<file path="config.mk">
export PLATFORM = sky130hd
export DESIGN_NAME = sfs_status_core
export DESIGN_NICKNAME = d
export VERILOG_FILES = /design/src/design/sfs_pkg.sv /design/src/design/sfs_prot_if.sv /design/src/design/sfs_protect_decode.sv /design/src/design/sfs_status_core.sv
export SDC_FILE = /design/constraint.sdc
export NUM_CORES = 1
export LEC_CHECK = 0
export BUFFER_PORTS_ARGS = -buffer_cell sky130_fd_sc_hd__buf_2
export CORE_AREA = 2 2 130 132
export CTS_CLUSTER_SIZE = 16
export DETAILED_ROUTE_END_ITERATION = 10
export DIE_AREA = 0 0 132 134
export PLACE_DENSITY = 0.73
export SLEW_MARGIN = 20
export SYNTH_ARGS = -nofsm -noshare
export SYNTH_HDL_FRONTEND = slang
export SYNTH_SLANG_ARGS = --single-unit
</file>
<file path="constraint.sdc">
create_clock -name clk_sys -period 8.7 [get_ports clk_sys]
set_input_delay 2.61 -clock clk_sys [delete_from_list [all_inputs] [get_ports clk_sys]]
set_output_delay 2.61 -clock clk_sys [all_outputs]
set_load 0.005 [all_outputs]
</file>
<file path="src/design/sfs_pkg.sv">
package sfs_pkg;

  // Status word bit positions
  localparam int BUSY_BIT = 0;
  localparam int WEL_BIT  = 1;
  localparam int BP_LSB   = 2;
  localparam int BP_MSB   = 4;
  localparam int TB_BIT   = 5;
  localparam int SEC_BIT  = 6;
  localparam int STATUS_LOCK_LO_BIT = 7;
  localparam int STATUS_LOCK_HI_BIT = 8;
  localparam int QE_BIT   = 9;
  localparam int LB_BIT   = 10;
  localparam int DC_BIT   = 11;
  localparam int DRV_LSB  = 12;
  localparam int DRV_MSB  = 13;
  localparam int CMP_BIT  = 14;

  // Factory value of the whole status word
  localparam logic [15:0] STATUS_RESET = 16'h0000;
  // Bits a status write may change (not busy, latch, spare)
  localparam logic [15:0] WRITE_MASK   = 16'h7FFC;

  // Instruction codes
  localparam logic [7:0] OP_WREN  = 8'h06;
  localparam logic [7:0] OP_WRDI  = 8'h04;
  localparam logic [7:0] OP_RDSR1 = 8'h05;
  localparam logic [7:0] OP_RDSR2 = 8'h35;
  localparam logic [7:0] OP_WRSR  = 8'h01;
  localparam logic [7:0] OP_PP    = 8'h02;
  localparam logic [7:0] OP_QPP   = 8'h32;
  localparam logic [7:0] OP_SE    = 8'h20;
  localparam logic [7:0] OP_BE32  = 8'h52;
  localparam logic [7:0] OP_BE    = 8'hD8;
  localparam logic [7:0] OP_CE    = 8'hC7;
  localparam logic [7:0] OP_SECE  = 8'h44;
  localparam logic [7:0] OP_SECP  = 8'h42;

  // Read latency choices
  localparam logic [3:0] DUMMY_SHORT = 4'h4;
  localparam logic [3:0] DUMMY_LONG  = 4'h8;

  // Protection geometry
  localparam int ADDR_W       = 22;
  localparam int SECTOR_SHIFT = 12;
  localparam int HALF_SHIFT   = 15;
  localparam int BLOCK_SHIFT  = 16;
  localparam logic [2:0] SRP_HW   = 3'h1;

  // Internal operation time and its cycle count
  localparam int CLK_KHZ      = 10000;
  localparam int OP_TIME_US   = 50;
  localparam int OP_CYCLES    = OP_TIME_US * CLK_KHZ / 1000;

  typedef enum logic [3:0] {
    ST_OPCODE = 4'b0001,
    ST_ADDR   = 4'b0010,
    ST_DATA   = 4'b0100,
    ST_IGNORE = 4'b1000
  } sfs_state_type;

endpackage : sfs_pkg

</file>
<file path="src/design/sfs_prot_if.sv">
`timescale 1ns/1ps
interface sfs_prot_if;
  logic [2:0]  bp;
  logic        tb;
  logic        sec;
  logic        cmp;
  logic [21:0] addr;
  logic        hit;

  modport ctl (output bp, output tb, output sec, output cmp,
               output addr, input hit);
  modport dec (input bp, input tb, input sec, input cmp,
               input addr, output hit);
endinterface : sfs_prot_if

</file>
<file path="src/design/sfs_protect_decode.sv">
`timescale 1ns/1ps
module sfs_protect_decode (
  sfs_prot_if.dec p
);

  logic [22:0] span;
  logic [22:0] addrWide;
  logic        inRange;
  logic        base;

  // Region size from block-protect code and unit select
  always_comb begin
    span = 23'h000000;
    if (p.sec) begin
      if (p.bp >= 3'h4) begin
        span = 23'(1) << sfs_pkg::HALF_SHIFT;
      end else begin
        span = 23'(1) << (sfs_pkg::SECTOR_SHIFT + int'(p.bp) - 1);
      end
    end else begin
      span = 23'(1) << (sfs_pkg::BLOCK_SHIFT + int'(p.bp) - 1);
    end
  end

  // Top or bottom anchoring, then complement
  always_comb begin
    addrWide = {1'b0, p.addr};
    if (p.tb) begin
      inRange = addrWide < span;
    end else begin
      inRange = addrWide >= ((23'(1) << sfs_pkg::ADDR_W) - span);
    end
    if (p.bp == 3'h0) begin
      base = 1'b0;
    end else if (p.bp == 3'h7) begin
      base = 1'b1;
    end else begin
      base = inRange;
    end
    p.hit = base ^ p.cmp;
  end

endmodule : sfs_protect_decode

</file>
<file path="src/design/sfs_status_core.sv">
`timescale 1ns/1ps
// Function
// - Busy flag at status bit 0 during operations
// - While busy, only status reads accepted
// - Busy clears when the operation ends
// - Write-enable instruction sets latch at bit 1
// - Latch clears at power-up, disable, completions
// - Block-protect field at bits 4..2, zero unprotected
// - Top/bottom select: 0 top, 1 bottom
// - Unit select: 1 sectors, 0 blocks
// - Complement bit 14 inverts protected region
// - Program/erase into protected region rejected
// - Status-lock bits 8..7 pick protection method
// - Lock 00: pin ignored, latch alone gates
// - Lock 01: pin low locks, high allows
// - Lock 10: locked until power cycle, then 00
// - Lock 11: status writes refused forever
// - Pin gates only in standard/dual operation
// - Drive code 00..11 is 100/75/50/25 percent
// - Dummy bit: 4 cycles, or 8 when set
// - Security lock bit 10 one-time settable
// - Quad enable bit 9 repurposes pin functions
// - All status bits factory zero
// - Quad instructions need quad enable set
module sfs_status_core #(
  parameter int OP_CYC = sfs_pkg::OP_CYCLES
) (
  input  wire logic        clk_sys,
  input  wire logic        nrst,
  input  wire logic        nvInitN,
  input  wire logic        csN,
  input  wire logic        sclk,
  input  wire logic        si,
  input  wire logic        wpN,
  output logic             so,
  output logic             soOeN,
  output logic             busy,
  output logic [1:0]       driveStrength,
  output logic [3:0]       readDummyCycles,
  output logic             quadEnable,
  output logic             pinFuncEnable,
  output logic             securityLocked,
  output logic             arrayOpStart,
  output logic [7:0]       arrayOpCode,
  output logic [23:0]      arrayOpAddr
);

  localparam logic [15:0] CNT_LOAD = 16'(OP_CYC);

  sfs_prot_if prot ();

  // Pin synchronisers: cs, clock, data, write-protect
  logic [3:0] syncA_q;
  logic [3:0] syncA_d;
  logic [3:0] syncB_q;
  logic [3:0] syncB_d;
  logic       sclkPrev_q;
  logic       sclkPrev_d;
  logic       csPrev_q;
  logic       csPrev_d;

  logic       csS;
  logic       sclkS;
  logic       siS;
  logic       wpS;

  // Frame and status state
  sfs_pkg::sfs_state_type state_q;
  sfs_pkg::sfs_state_type state_d;
  logic [2:0]  bitCnt_q;
  logic [2:0]  bitCnt_d;
  logic [6:0]  shift_q;
  logic [6:0]  shift_d;
  logic [7:0]  opcode_q;
  logic [7:0]  opcode_d;
  logic [2:0]  byteCnt_q;
  logic [2:0]  byteCnt_d;
  logic [23:0] addr_q;
  logic [23:0] addr_d;
  logic [15:0] wrVal_q;
  logic [15:0] wrVal_d;
  logic [7:0]  outShift_q;
  logic [7:0]  outShift_d;
  logic [2:0]  outCnt_q;
  logic [2:0]  outCnt_d;
  logic        so_q;
  logic        so_d;
  logic        soOeN_q;
  logic        soOeN_d;
  logic        busy_q;
  logic        busy_d;
  logic        wel_q;
  logic        wel_d;
  logic [15:0] nv_q;
  logic [15:0] nv_d;
  logic [15:0] busyCnt_q;
  logic [15:0] busyCnt_d;
  logic        opStart_q;
  logic        opStart_d;
  logic [7:0]  opCode_q;
  logic [7:0]  opCode_d;
  logic [23:0] opAddr_q;
  logic [23:0] opAddr_d;

  // Decoded helpers
  logic        sclkRise;
  logic        sclkFall;
  logic        csFall;
  logic        csRise;
  logic [7:0]  inByte;
  logic [1:0]  srp;
  logic        statusLocked;
  logic        anyProt;
  logic        isAddrOp;
  logic        isRead;
  logic [15:0] status;
  logic        accept;

  assign csS   = syncB_q[3];
  assign sclkS = syncB_q[2];
  assign siS   = syncB_q[1];
  assign wpS   = syncB_q[0];

  // Synchroniser next values
  always_comb begin
    syncA_d    = {csN, sclk, si, wpN};
    syncB_d    = syncA_q;
    sclkPrev_d = sclkS;
    csPrev_d   = csS;
  end

  // Synchroniser registers, idle-high after reset
  always_ff @(posedge clk_sys) begin
    if (!nrst) begin
      syncA_q    <= 4'hF;
      syncB_q    <= 4'hF;
      sclkPrev_q <= 1'b1;
      csPrev_q   <= 1'b1;
    end else begin
      syncA_q    <= syncA_d;
      syncB_q    <= syncB_d;
      sclkPrev_q <= sclkPrev_d;
      csPrev_q   <= csPrev_d;
    end
  end

  // Edge and field decode
  always_comb begin
    sclkRise = !csS && sclkS && !sclkPrev_q;
    sclkFall = !csS && !sclkS && sclkPrev_q;
    csFall   = !csS && csPrev_q;
    csRise   = csS && !csPrev_q;
    inByte   = {shift_q, siS};
    srp      = nv_q[sfs_pkg::STATUS_LOCK_HI_BIT:sfs_pkg::STATUS_LOCK_LO_BIT];
    // Pin only counts while its pin is not a quad line
    statusLocked = srp[1]
                 || (srp == 2'(sfs_pkg::SRP_HW)
                     && !nv_q[sfs_pkg::QE_BIT] && !wpS);
    // Chip erase refused if any part is protected
    anyProt = nv_q[sfs_pkg::CMP_BIT]
            ? (nv_q[sfs_pkg::BP_MSB:sfs_pkg::BP_LSB] != 3'h7)
            : (nv_q[sfs_pkg::BP_MSB:sfs_pkg::BP_LSB] != 3'h0);
    isAddrOp = (inByte == sfs_pkg::OP_PP) || (inByte == sfs_pkg::OP_QPP)
            || (inByte == sfs_pkg::OP_SE) || (inByte == sfs_pkg::OP_BE)
            || (inByte == sfs_pkg::OP_BE32)
            || (inByte == sfs_pkg::OP_SECE)
            || (inByte == sfs_pkg::OP_SECP);
    isRead = (inByte == sfs_pkg::OP_RDSR1)
          || (inByte == sfs_pkg::OP_RDSR2);
    status = nv_q;
    status[sfs_pkg::BUSY_BIT] = busy_q;
    status[sfs_pkg::WEL_BIT]  = wel_q;
  end

  // Protection lookup for the captured address
  assign prot.bp   = nv_q[sfs_pkg::BP_MSB:sfs_pkg::BP_LSB];
  assign prot.tb   = nv_q[sfs_pkg::TB_BIT];
  assign prot.sec  = nv_q[sfs_pkg::SEC_BIT];
  assign prot.cmp  = nv_q[sfs_pkg::CMP_BIT];
  assign prot.addr = addr_q[21:0];

  sfs_protect_decode u_decode (
    .p (prot.dec)
  );

  // Acceptance of the instruction closed by the cs rise
  always_comb begin
    accept = 1'b0;
    if (state_q != sfs_pkg::ST_IGNORE && bitCnt_q == 3'h0
        && wel_q) begin
      unique case (opcode_q)
        sfs_pkg::OP_WRSR:
          accept = byteCnt_q != 3'h0 && !statusLocked;
        sfs_pkg::OP_PP, sfs_pkg::OP_SE, sfs_pkg::OP_BE,
        sfs_pkg::OP_BE32:
          accept = byteCnt_q >= 3'h3 && !prot.hit;
        sfs_pkg::OP_QPP:
          accept = byteCnt_q >= 3'h3 && !prot.hit
                && nv_q[sfs_pkg::QE_BIT];
        sfs_pkg::OP_CE:
          accept = byteCnt_q == 3'h0 && !anyProt;
        sfs_pkg::OP_SECE, sfs_pkg::OP_SECP:
          accept = byteCnt_q >= 3'h3
                && !nv_q[sfs_pkg::LB_BIT];
        default:
          accept = 1'b0;
      endcase
    end
  end

  // Instruction shifter, status output and operation control
  always_comb begin
    state_d    = state_q;
    bitCnt_d   = bitCnt_q;
    shift_d    = shift_q;
    opcode_d   = opcode_q;
    byteCnt_d  = byteCnt_q;
    addr_d     = addr_q;
    wrVal_d    = wrVal_q;
    outShift_d = outShift_q;
    outCnt_d   = outCnt_q;
    so_d       = so_q;
    soOeN_d    = 1'b1;
    busy_d     = busy_q;
    wel_d      = wel_q;
    nv_d       = nv_q;
    busyCnt_d  = busyCnt_q;
    opStart_d  = 1'b0;
    opCode_d   = opCode_q;
    opAddr_d   = opAddr_q;

    // Pin stays driven only while a status read streams out
    if (!csS && state_q == sfs_pkg::ST_DATA
        && (opcode_q == sfs_pkg::OP_RDSR1
            || opcode_q == sfs_pkg::OP_RDSR2)) begin
      soOeN_d = soOeN_q;
    end

    if (csFall) begin
      state_d   = sfs_pkg::ST_OPCODE;
      bitCnt_d  = 3'h0;
      byteCnt_d = 3'h0;
      wrVal_d   = nv_q;
    end else if (sclkRise) begin
      shift_d  = inByte[6:0];
      bitCnt_d = bitCnt_q + 3'h1;
      if (bitCnt_q == 3'h7) begin
        unique case (state_q)
          sfs_pkg::ST_OPCODE: begin
            opcode_d = inByte;
            outCnt_d = 3'h0;
            outShift_d = (inByte == sfs_pkg::OP_RDSR2)
                       ? status[15:8] : status[7:0];
            if (busy_q && !isRead) begin
              state_d = sfs_pkg::ST_IGNORE;
            end else if (isAddrOp) begin
              state_d = sfs_pkg::ST_ADDR;
            end else begin
              state_d = sfs_pkg::ST_DATA;
            end
          end
          sfs_pkg::ST_ADDR: begin
            addr_d    = {addr_q[15:0], inByte};
            byteCnt_d = byteCnt_q + 3'h1;
            if (byteCnt_q == 3'h2) begin
              state_d = sfs_pkg::ST_DATA;
            end
          end
          sfs_pkg::ST_DATA: begin
            if (byteCnt_q == 3'h0) begin
              wrVal_d[7:0] = inByte;
            end else if (byteCnt_q == 3'h1) begin
              wrVal_d[15:8] = inByte;
            end
            if (byteCnt_q != 3'h7) begin
              byteCnt_d = byteCnt_q + 3'h1;
            end
          end
          sfs_pkg::ST_IGNORE: begin
            state_d = sfs_pkg::ST_IGNORE;
          end
        endcase
      end
    end else if (sclkFall && soOeN_d == 1'b1
                 && state_q == sfs_pkg::ST_DATA
                 && (opcode_q == sfs_pkg::OP_RDSR1
                     || opcode_q == sfs_pkg::OP_RDSR2)) begin
      soOeN_d = 1'b0;
    end

    // Status bits shift out on falling clock edges
    if (sclkFall && soOeN_d == 1'b0) begin
      so_d       = outShift_q[7];
      outShift_d = {outShift_q[6:0], 1'b0};
      outCnt_d   = outCnt_q + 3'h1;
      if (outCnt_q == 3'h7) begin
        outShift_d = (opcode_q == sfs_pkg::OP_RDSR2)
                   ? status[15:8] : status[7:0];
      end
    end

    // Simple latch instructions act at the frame end
    if (csRise && state_q != sfs_pkg::ST_IGNORE
        && bitCnt_q == 3'h0) begin
      if (opcode_q == sfs_pkg::OP_WREN) begin
        wel_d = 1'b1;
      end else if (opcode_q == sfs_pkg::OP_WRDI) begin
        wel_d = 1'b0;
      end
    end

    // Accepted write: start the busy period
    if (csRise && accept) begin
      busy_d    = 1'b1;
      busyCnt_d = CNT_LOAD;
      opStart_d = 1'b1;
      opCode_d  = opcode_q;
      opAddr_d  = addr_q;
      if (opcode_q == sfs_pkg::OP_WRSR) begin
        // Read-only positions are masked off
        nv_d = (wrVal_q & sfs_pkg::WRITE_MASK)
             | (nv_q & ~sfs_pkg::WRITE_MASK);
        // Lock bit can only rise
        nv_d[sfs_pkg::LB_BIT] = wrVal_q[sfs_pkg::LB_BIT]
                              | nv_q[sfs_pkg::LB_BIT];
      end
    end

    // Operation end releases busy and the latch
    if (busy_q) begin
      busyCnt_d = busyCnt_q - 16'h0001;
      if (busyCnt_q <= 16'h0001) begin
        busy_d    = 1'b0;
        wel_d     = 1'b0;
        busyCnt_d = 16'h0000;
      end
    end

    if (csS) begin
      soOeN_d = 1'b1;
    end
  end

  // Register stage; power cycle keeps stored bits except lock-down
  always_ff @(posedge clk_sys) begin
    if (!nvInitN) begin
      nv_q <= sfs_pkg::STATUS_RESET;
    end else if (!nrst) begin
      if (nv_q[sfs_pkg::STATUS_LOCK_HI_BIT:sfs_pkg::STATUS_LOCK_LO_BIT] == 2'b10) begin
        nv_q[sfs_pkg::STATUS_LOCK_HI_BIT:sfs_pkg::STATUS_LOCK_LO_BIT] <= 2'b00;
      end
    end else begin
      nv_q <= nv_d;
    end
    if (!nrst || !nvInitN) begin
      state_q    <= sfs_pkg::ST_IGNORE;
      bitCnt_q   <= 3'h0;
      shift_q    <= 7'h00;
      opcode_q   <= 8'h00;
      byteCnt_q  <= 3'h0;
      addr_q     <= 24'h000000;
      wrVal_q    <= sfs_pkg::STATUS_RESET;
      outShift_q <= 8'h00;
      outCnt_q   <= 3'h0;
      so_q       <= 1'b0;
      soOeN_q    <= 1'b1;
      busy_q     <= 1'b0;
      wel_q      <= 1'b0;
      busyCnt_q  <= 16'h0000;
      opStart_q  <= 1'b0;
      opCode_q   <= 8'h00;
      opAddr_q   <= 24'h000000;
    end else begin
      state_q    <= state_d;
      bitCnt_q   <= bitCnt_d;
      shift_q    <= shift_d;
      opcode_q   <= opcode_d;
      byteCnt_q  <= byteCnt_d;
      addr_q     <= addr_d;
      wrVal_q    <= wrVal_d;
      outShift_q <= outShift_d;
      outCnt_q   <= outCnt_d;
      so_q       <= so_d;
      soOeN_q    <= soOeN_d;
      busy_q     <= busy_d;
      wel_q      <= wel_d;
      busyCnt_q  <= busyCnt_d;
      opStart_q  <= opStart_d;
      opCode_q   <= opCode_d;
      opAddr_q   <= opAddr_d;
    end
  end

  // Configuration outputs straight from stored bits
  assign so              = so_q;
  assign soOeN           = soOeN_q;
  assign busy            = busy_q;
  // Drive code passes through unchanged
  assign driveStrength   = nv_q[sfs_pkg::DRV_MSB:sfs_pkg::DRV_LSB];
  assign readDummyCycles = nv_q[sfs_pkg::DC_BIT]
                         ? sfs_pkg::DUMMY_LONG : sfs_pkg::DUMMY_SHORT;
  assign quadEnable      = nv_q[sfs_pkg::QE_BIT];
  assign pinFuncEnable   = !nv_q[sfs_pkg::QE_BIT];
  assign securityLocked  = nv_q[sfs_pkg::LB_BIT];
  assign arrayOpStart    = opStart_q;
  assign arrayOpCode     = opCode_q;
  assign arrayOpAddr     = opAddr_q;

endmodule : sfs_status_core

</file>
==> results.cfg <==
[status]
status = complete, no violations

[grt]
grt_pass1_wl_mm = 38.3
grt_pass1_vias = 7637
antenna_found_initial = 0
grt-ovfl-total = 0
grt_max_degree = 75
grt_usage_pct = 26.9

[floorplan]
core_area_um2 = 16300
die-area_um2 = 17700
pin_count = 52
fp.dieW_um = 132
initial_core_util_pct = 54.9
die_h_um = 134
fp-row-count = 47

[power]
peakVddDrop_uv = 160
powerDensity_nw_per_um2 = 152
p_leak_nw = 3.84

[layout]
fill_cells = 1444
fin_cells = 1355
diodes = 0
regArea_um2 = 2980
multi_input_area_um2 = 5480
area_growth_syn_to_layout_pct = 8.96
drive_gt1_share_pct = 9.52
nets = 1195

[timing]
post-route-period-util_pct = 73.2
hold_viol = 0
tns_ns = 0
fin_crit_ns = 6.37
relSlewSlack_pct = 26.5
worst_clock_skew_ns = 0.00649
clock.fmax_ghz = 0.157
holdWs_ns = 0.407
rsz0062_at_grt = false
layout_setup_ws_ns = 2.33
worst_pin_slew_ns = 1.09
drv_slew = 0
setup_violations = 0

[route]
drtIter0Drc = 780
antenna_left = 0
route.detailed.drc = 0
viasPerCell = 6.07
firstDrtPassIters = 8
wirelength_mm = 23.5
wire_per_inst_um = 17.3
vias = 8220

[clocking]
postCtsSetupRepairBufs = 0
ctsHoldBuffers = 0
max-clock-path-buffers = 2
clockRootBuffer = clkbuf_16
clk_latency_ns = 0.43
cts_buffers = 17
tritoncts = done
htreeDepth = 4
cts_sinks = 149
ctsResizeCount = 0
cts.clk_slew.worst_paths_ns = 0.06

[worst_setup_path]
cp-start-kind = flop
path_delay_family = compound AO/OA/AOI/OAI gates
worstPathCellList = inv_1 -> ha_1 -> inv_1 -> ha_1 -> and2_1 -> and3_1 -> inv_1 -> ha_1 -> o21ai_0 -> a311oi_1 -> xnor2_1 -> ha_1 -> nand4_1 -> nor4_1 -> or3_1 -> a211o_1 -> a21oi_1 -> o21a_1 -> nand4_1 -> o21a_1
worstSetupPathType = reg -> reg
crit_arrival_ns = 6.69
worstPathRequired_ns = 9.02
slowest_stage = dfxtp_1
cp_num_buf_inv = 3
crit_path_end_kind = flop
critPathMaxFanout = 29
max_stage_delay_ns = 0.67
cp_common_cell = ha_1

[synthesis]
synth_top_flop_cell = dfxtp_1
synth_top_cell_by_area = dfxtp_1
synth_area_leaders = dfxtp_1, ha_1, nand2_1, mux2i_1, a21oi_1
synthesis.instances = 1128
synth_async_sr_flop_share_pct = 0
ys_seq_area_share_pct = 33.4
ys_seq_elements = 149
synth_top_area_share_pct = 33.4
syn_area_um2 = 8940
yosysUniqueCellTypes = 76
ys_warn_count = 0
syn_avg_cell_area_um2 = 7.93
synth_edf_count = 0

[placement]
dp_cells = 1324
routabilityCongestion = 1.03
port_buffers = 49
dpl_worst_slack_ns = 2.43
dp_hpwl_mm = 16.5

[run]
drv_cap = 0

[min_path]
hp-class = reg -> reg
## kinds of logic (layout without fill, tap and decap cells)
group | Yosys count | in the layout | share of synthesized area [%]
other cells | 1 | 2 | 0.0419
simple gates | 474 | 474 | 24.8
buf+inv | 108 | 114 | 5.61
fa+ha+maj | 65 | 65 | 9.10
xor+xnor | 20 | 20 | 1.96
mux | 49 | 49 | 5.49
flops | 149 | 149 | 33.4
compound gates | 262 | 262 | 19.6
## where the power goes
group,leakage (nW),internal [W],total (W),switching (W)
clock network,0.294,0.000455,0.000766,0.000311
registers,1.20,0.000686,0.000688,0.00000241
logic,2.34,0.00000637,0.0000267,0.0000203
## final timing paths
check	slack (ns)	endpoint	depth (start not counted)	startpoint
setup / recovery	2.33	busyCnt_q[2]	20	nv_q[2]
hold / removal	0.41	syncB_q[3]	1	syncA_q[3]
setup reg to reg	2.33	busyCnt_q[2]	20	nv_q[2]
hold reg to reg	0.41	syncB_q[3]	1	syncA_q[3]
## synth_stat cells (9+ instances only)
master,n
a211oi_1,14
a21oi_1,89
a311oi_1,11
a31oi_1,13
clkbuf_1,67
dfxtp_1,149
ha_1,65
inv_1,24
mux2i_1,49
nand2_1,205
nand2b_1,21
nand3_1,51
nand4_1,12
nor2_1,86
nor2b_1,10
nor3_1,25
o2111ai_1,12
o211ai_1,29
o21a_1,9
o21ai_0,33
xnor2_1,16
## through the flow
step                      total power [W]  cell area (um^2)  utilization [%]
after floorplan                  0.000723              8940                -
after global placement           0.000729              9140             56.1
after detailed placement         0.000730              9140             56.1
after CTS                         0.00149              9740             59.8
after global routing              0.00152              9740             59.8
final                             0.00148              9740             59.8
## registers in the layout, indices dropped and copies added, names as in the netlist
| name | cells |
|---|---|
| outCnt_q | 3 |
| csPrev_q | 1 |
| so | 1 |
| state_q | 4 |
| busy | 1 |
| outShift_q | 8 |
| opcode_q | 8 |
| wrVal_q | 13 |
| syncA_q | 4 |
| wel_q | 1 |
| shift_q | 7 |
| arrayOpCode | 8 |
| byteCnt_q | 3 |
| arrayOpStart | 1 |
| arrayOpAddr | 24 |
| busyCnt_q | 16 |
| sclkPrev_q | 1 |
| addr_q | 24 |
| syncB_q | 4 |
| bitCnt_q | 3 |
| nv_q | 13 |
| soOeN | 1 |
## metal layers
| layer | routed length (um) | GRT usage [%] |
|---|---|---|
| met2 | 11200 | 44.5 |
| met4 | 840 | 13.3 |
| met3 | 1390 | 5.25 |
| met1 | 10100 | 33.6 |
| met5 | 0 | 0 |
## worst register-to-register path: stages (launching register included)
cell,delay [ns]
dfxtp_1,0.67
inv_1,0.27
ha_1,0.30
inv_1,0.07
ha_1,0.53
and2_1,0.37
and3_1,0.21
inv_1,0.07
ha_1,0.35
o21ai_0,0.22
a311oi_1,0.35
xnor2_1,0.16
ha_1,0.27
nand4_1,0.14
nor4_1,0.07
or3_1,0.30
a211o_1,0.27
a21oi_1,0.37
o21a_1,0.21
nand4_1,0.63
o21a_1,0.43
## final cells by class
| type | instances | share of cell area, % |
|---|---|---|
| flip-flops and latches | 149 | 30.6 |
| multi-input cells | 872 | 56.2 |
| inverters | 25 | 0.963 |
| well taps | 220 | 2.83 |
| repair buffers | 58 | 3.21 |
| clock inverters | 13 | 1.76 |
| clock buffers | 18 | 4.41 |
## cells in the final DEF, fill, tap and decap left out, types with 17 or more instances in the layout
master     instances
nand2_1          204
dfxtp_1          149
a21oi_1           89
nor2_1            86
ha_1              65
nand3_1           51
mux2i_1           49
buf_2             49
o21ai_0           33
o211ai_1          29
inv_1             24
nor3_1            24
nand2b_1          21
clkbuf_16         17
Power figures use the tool's default switching activity.
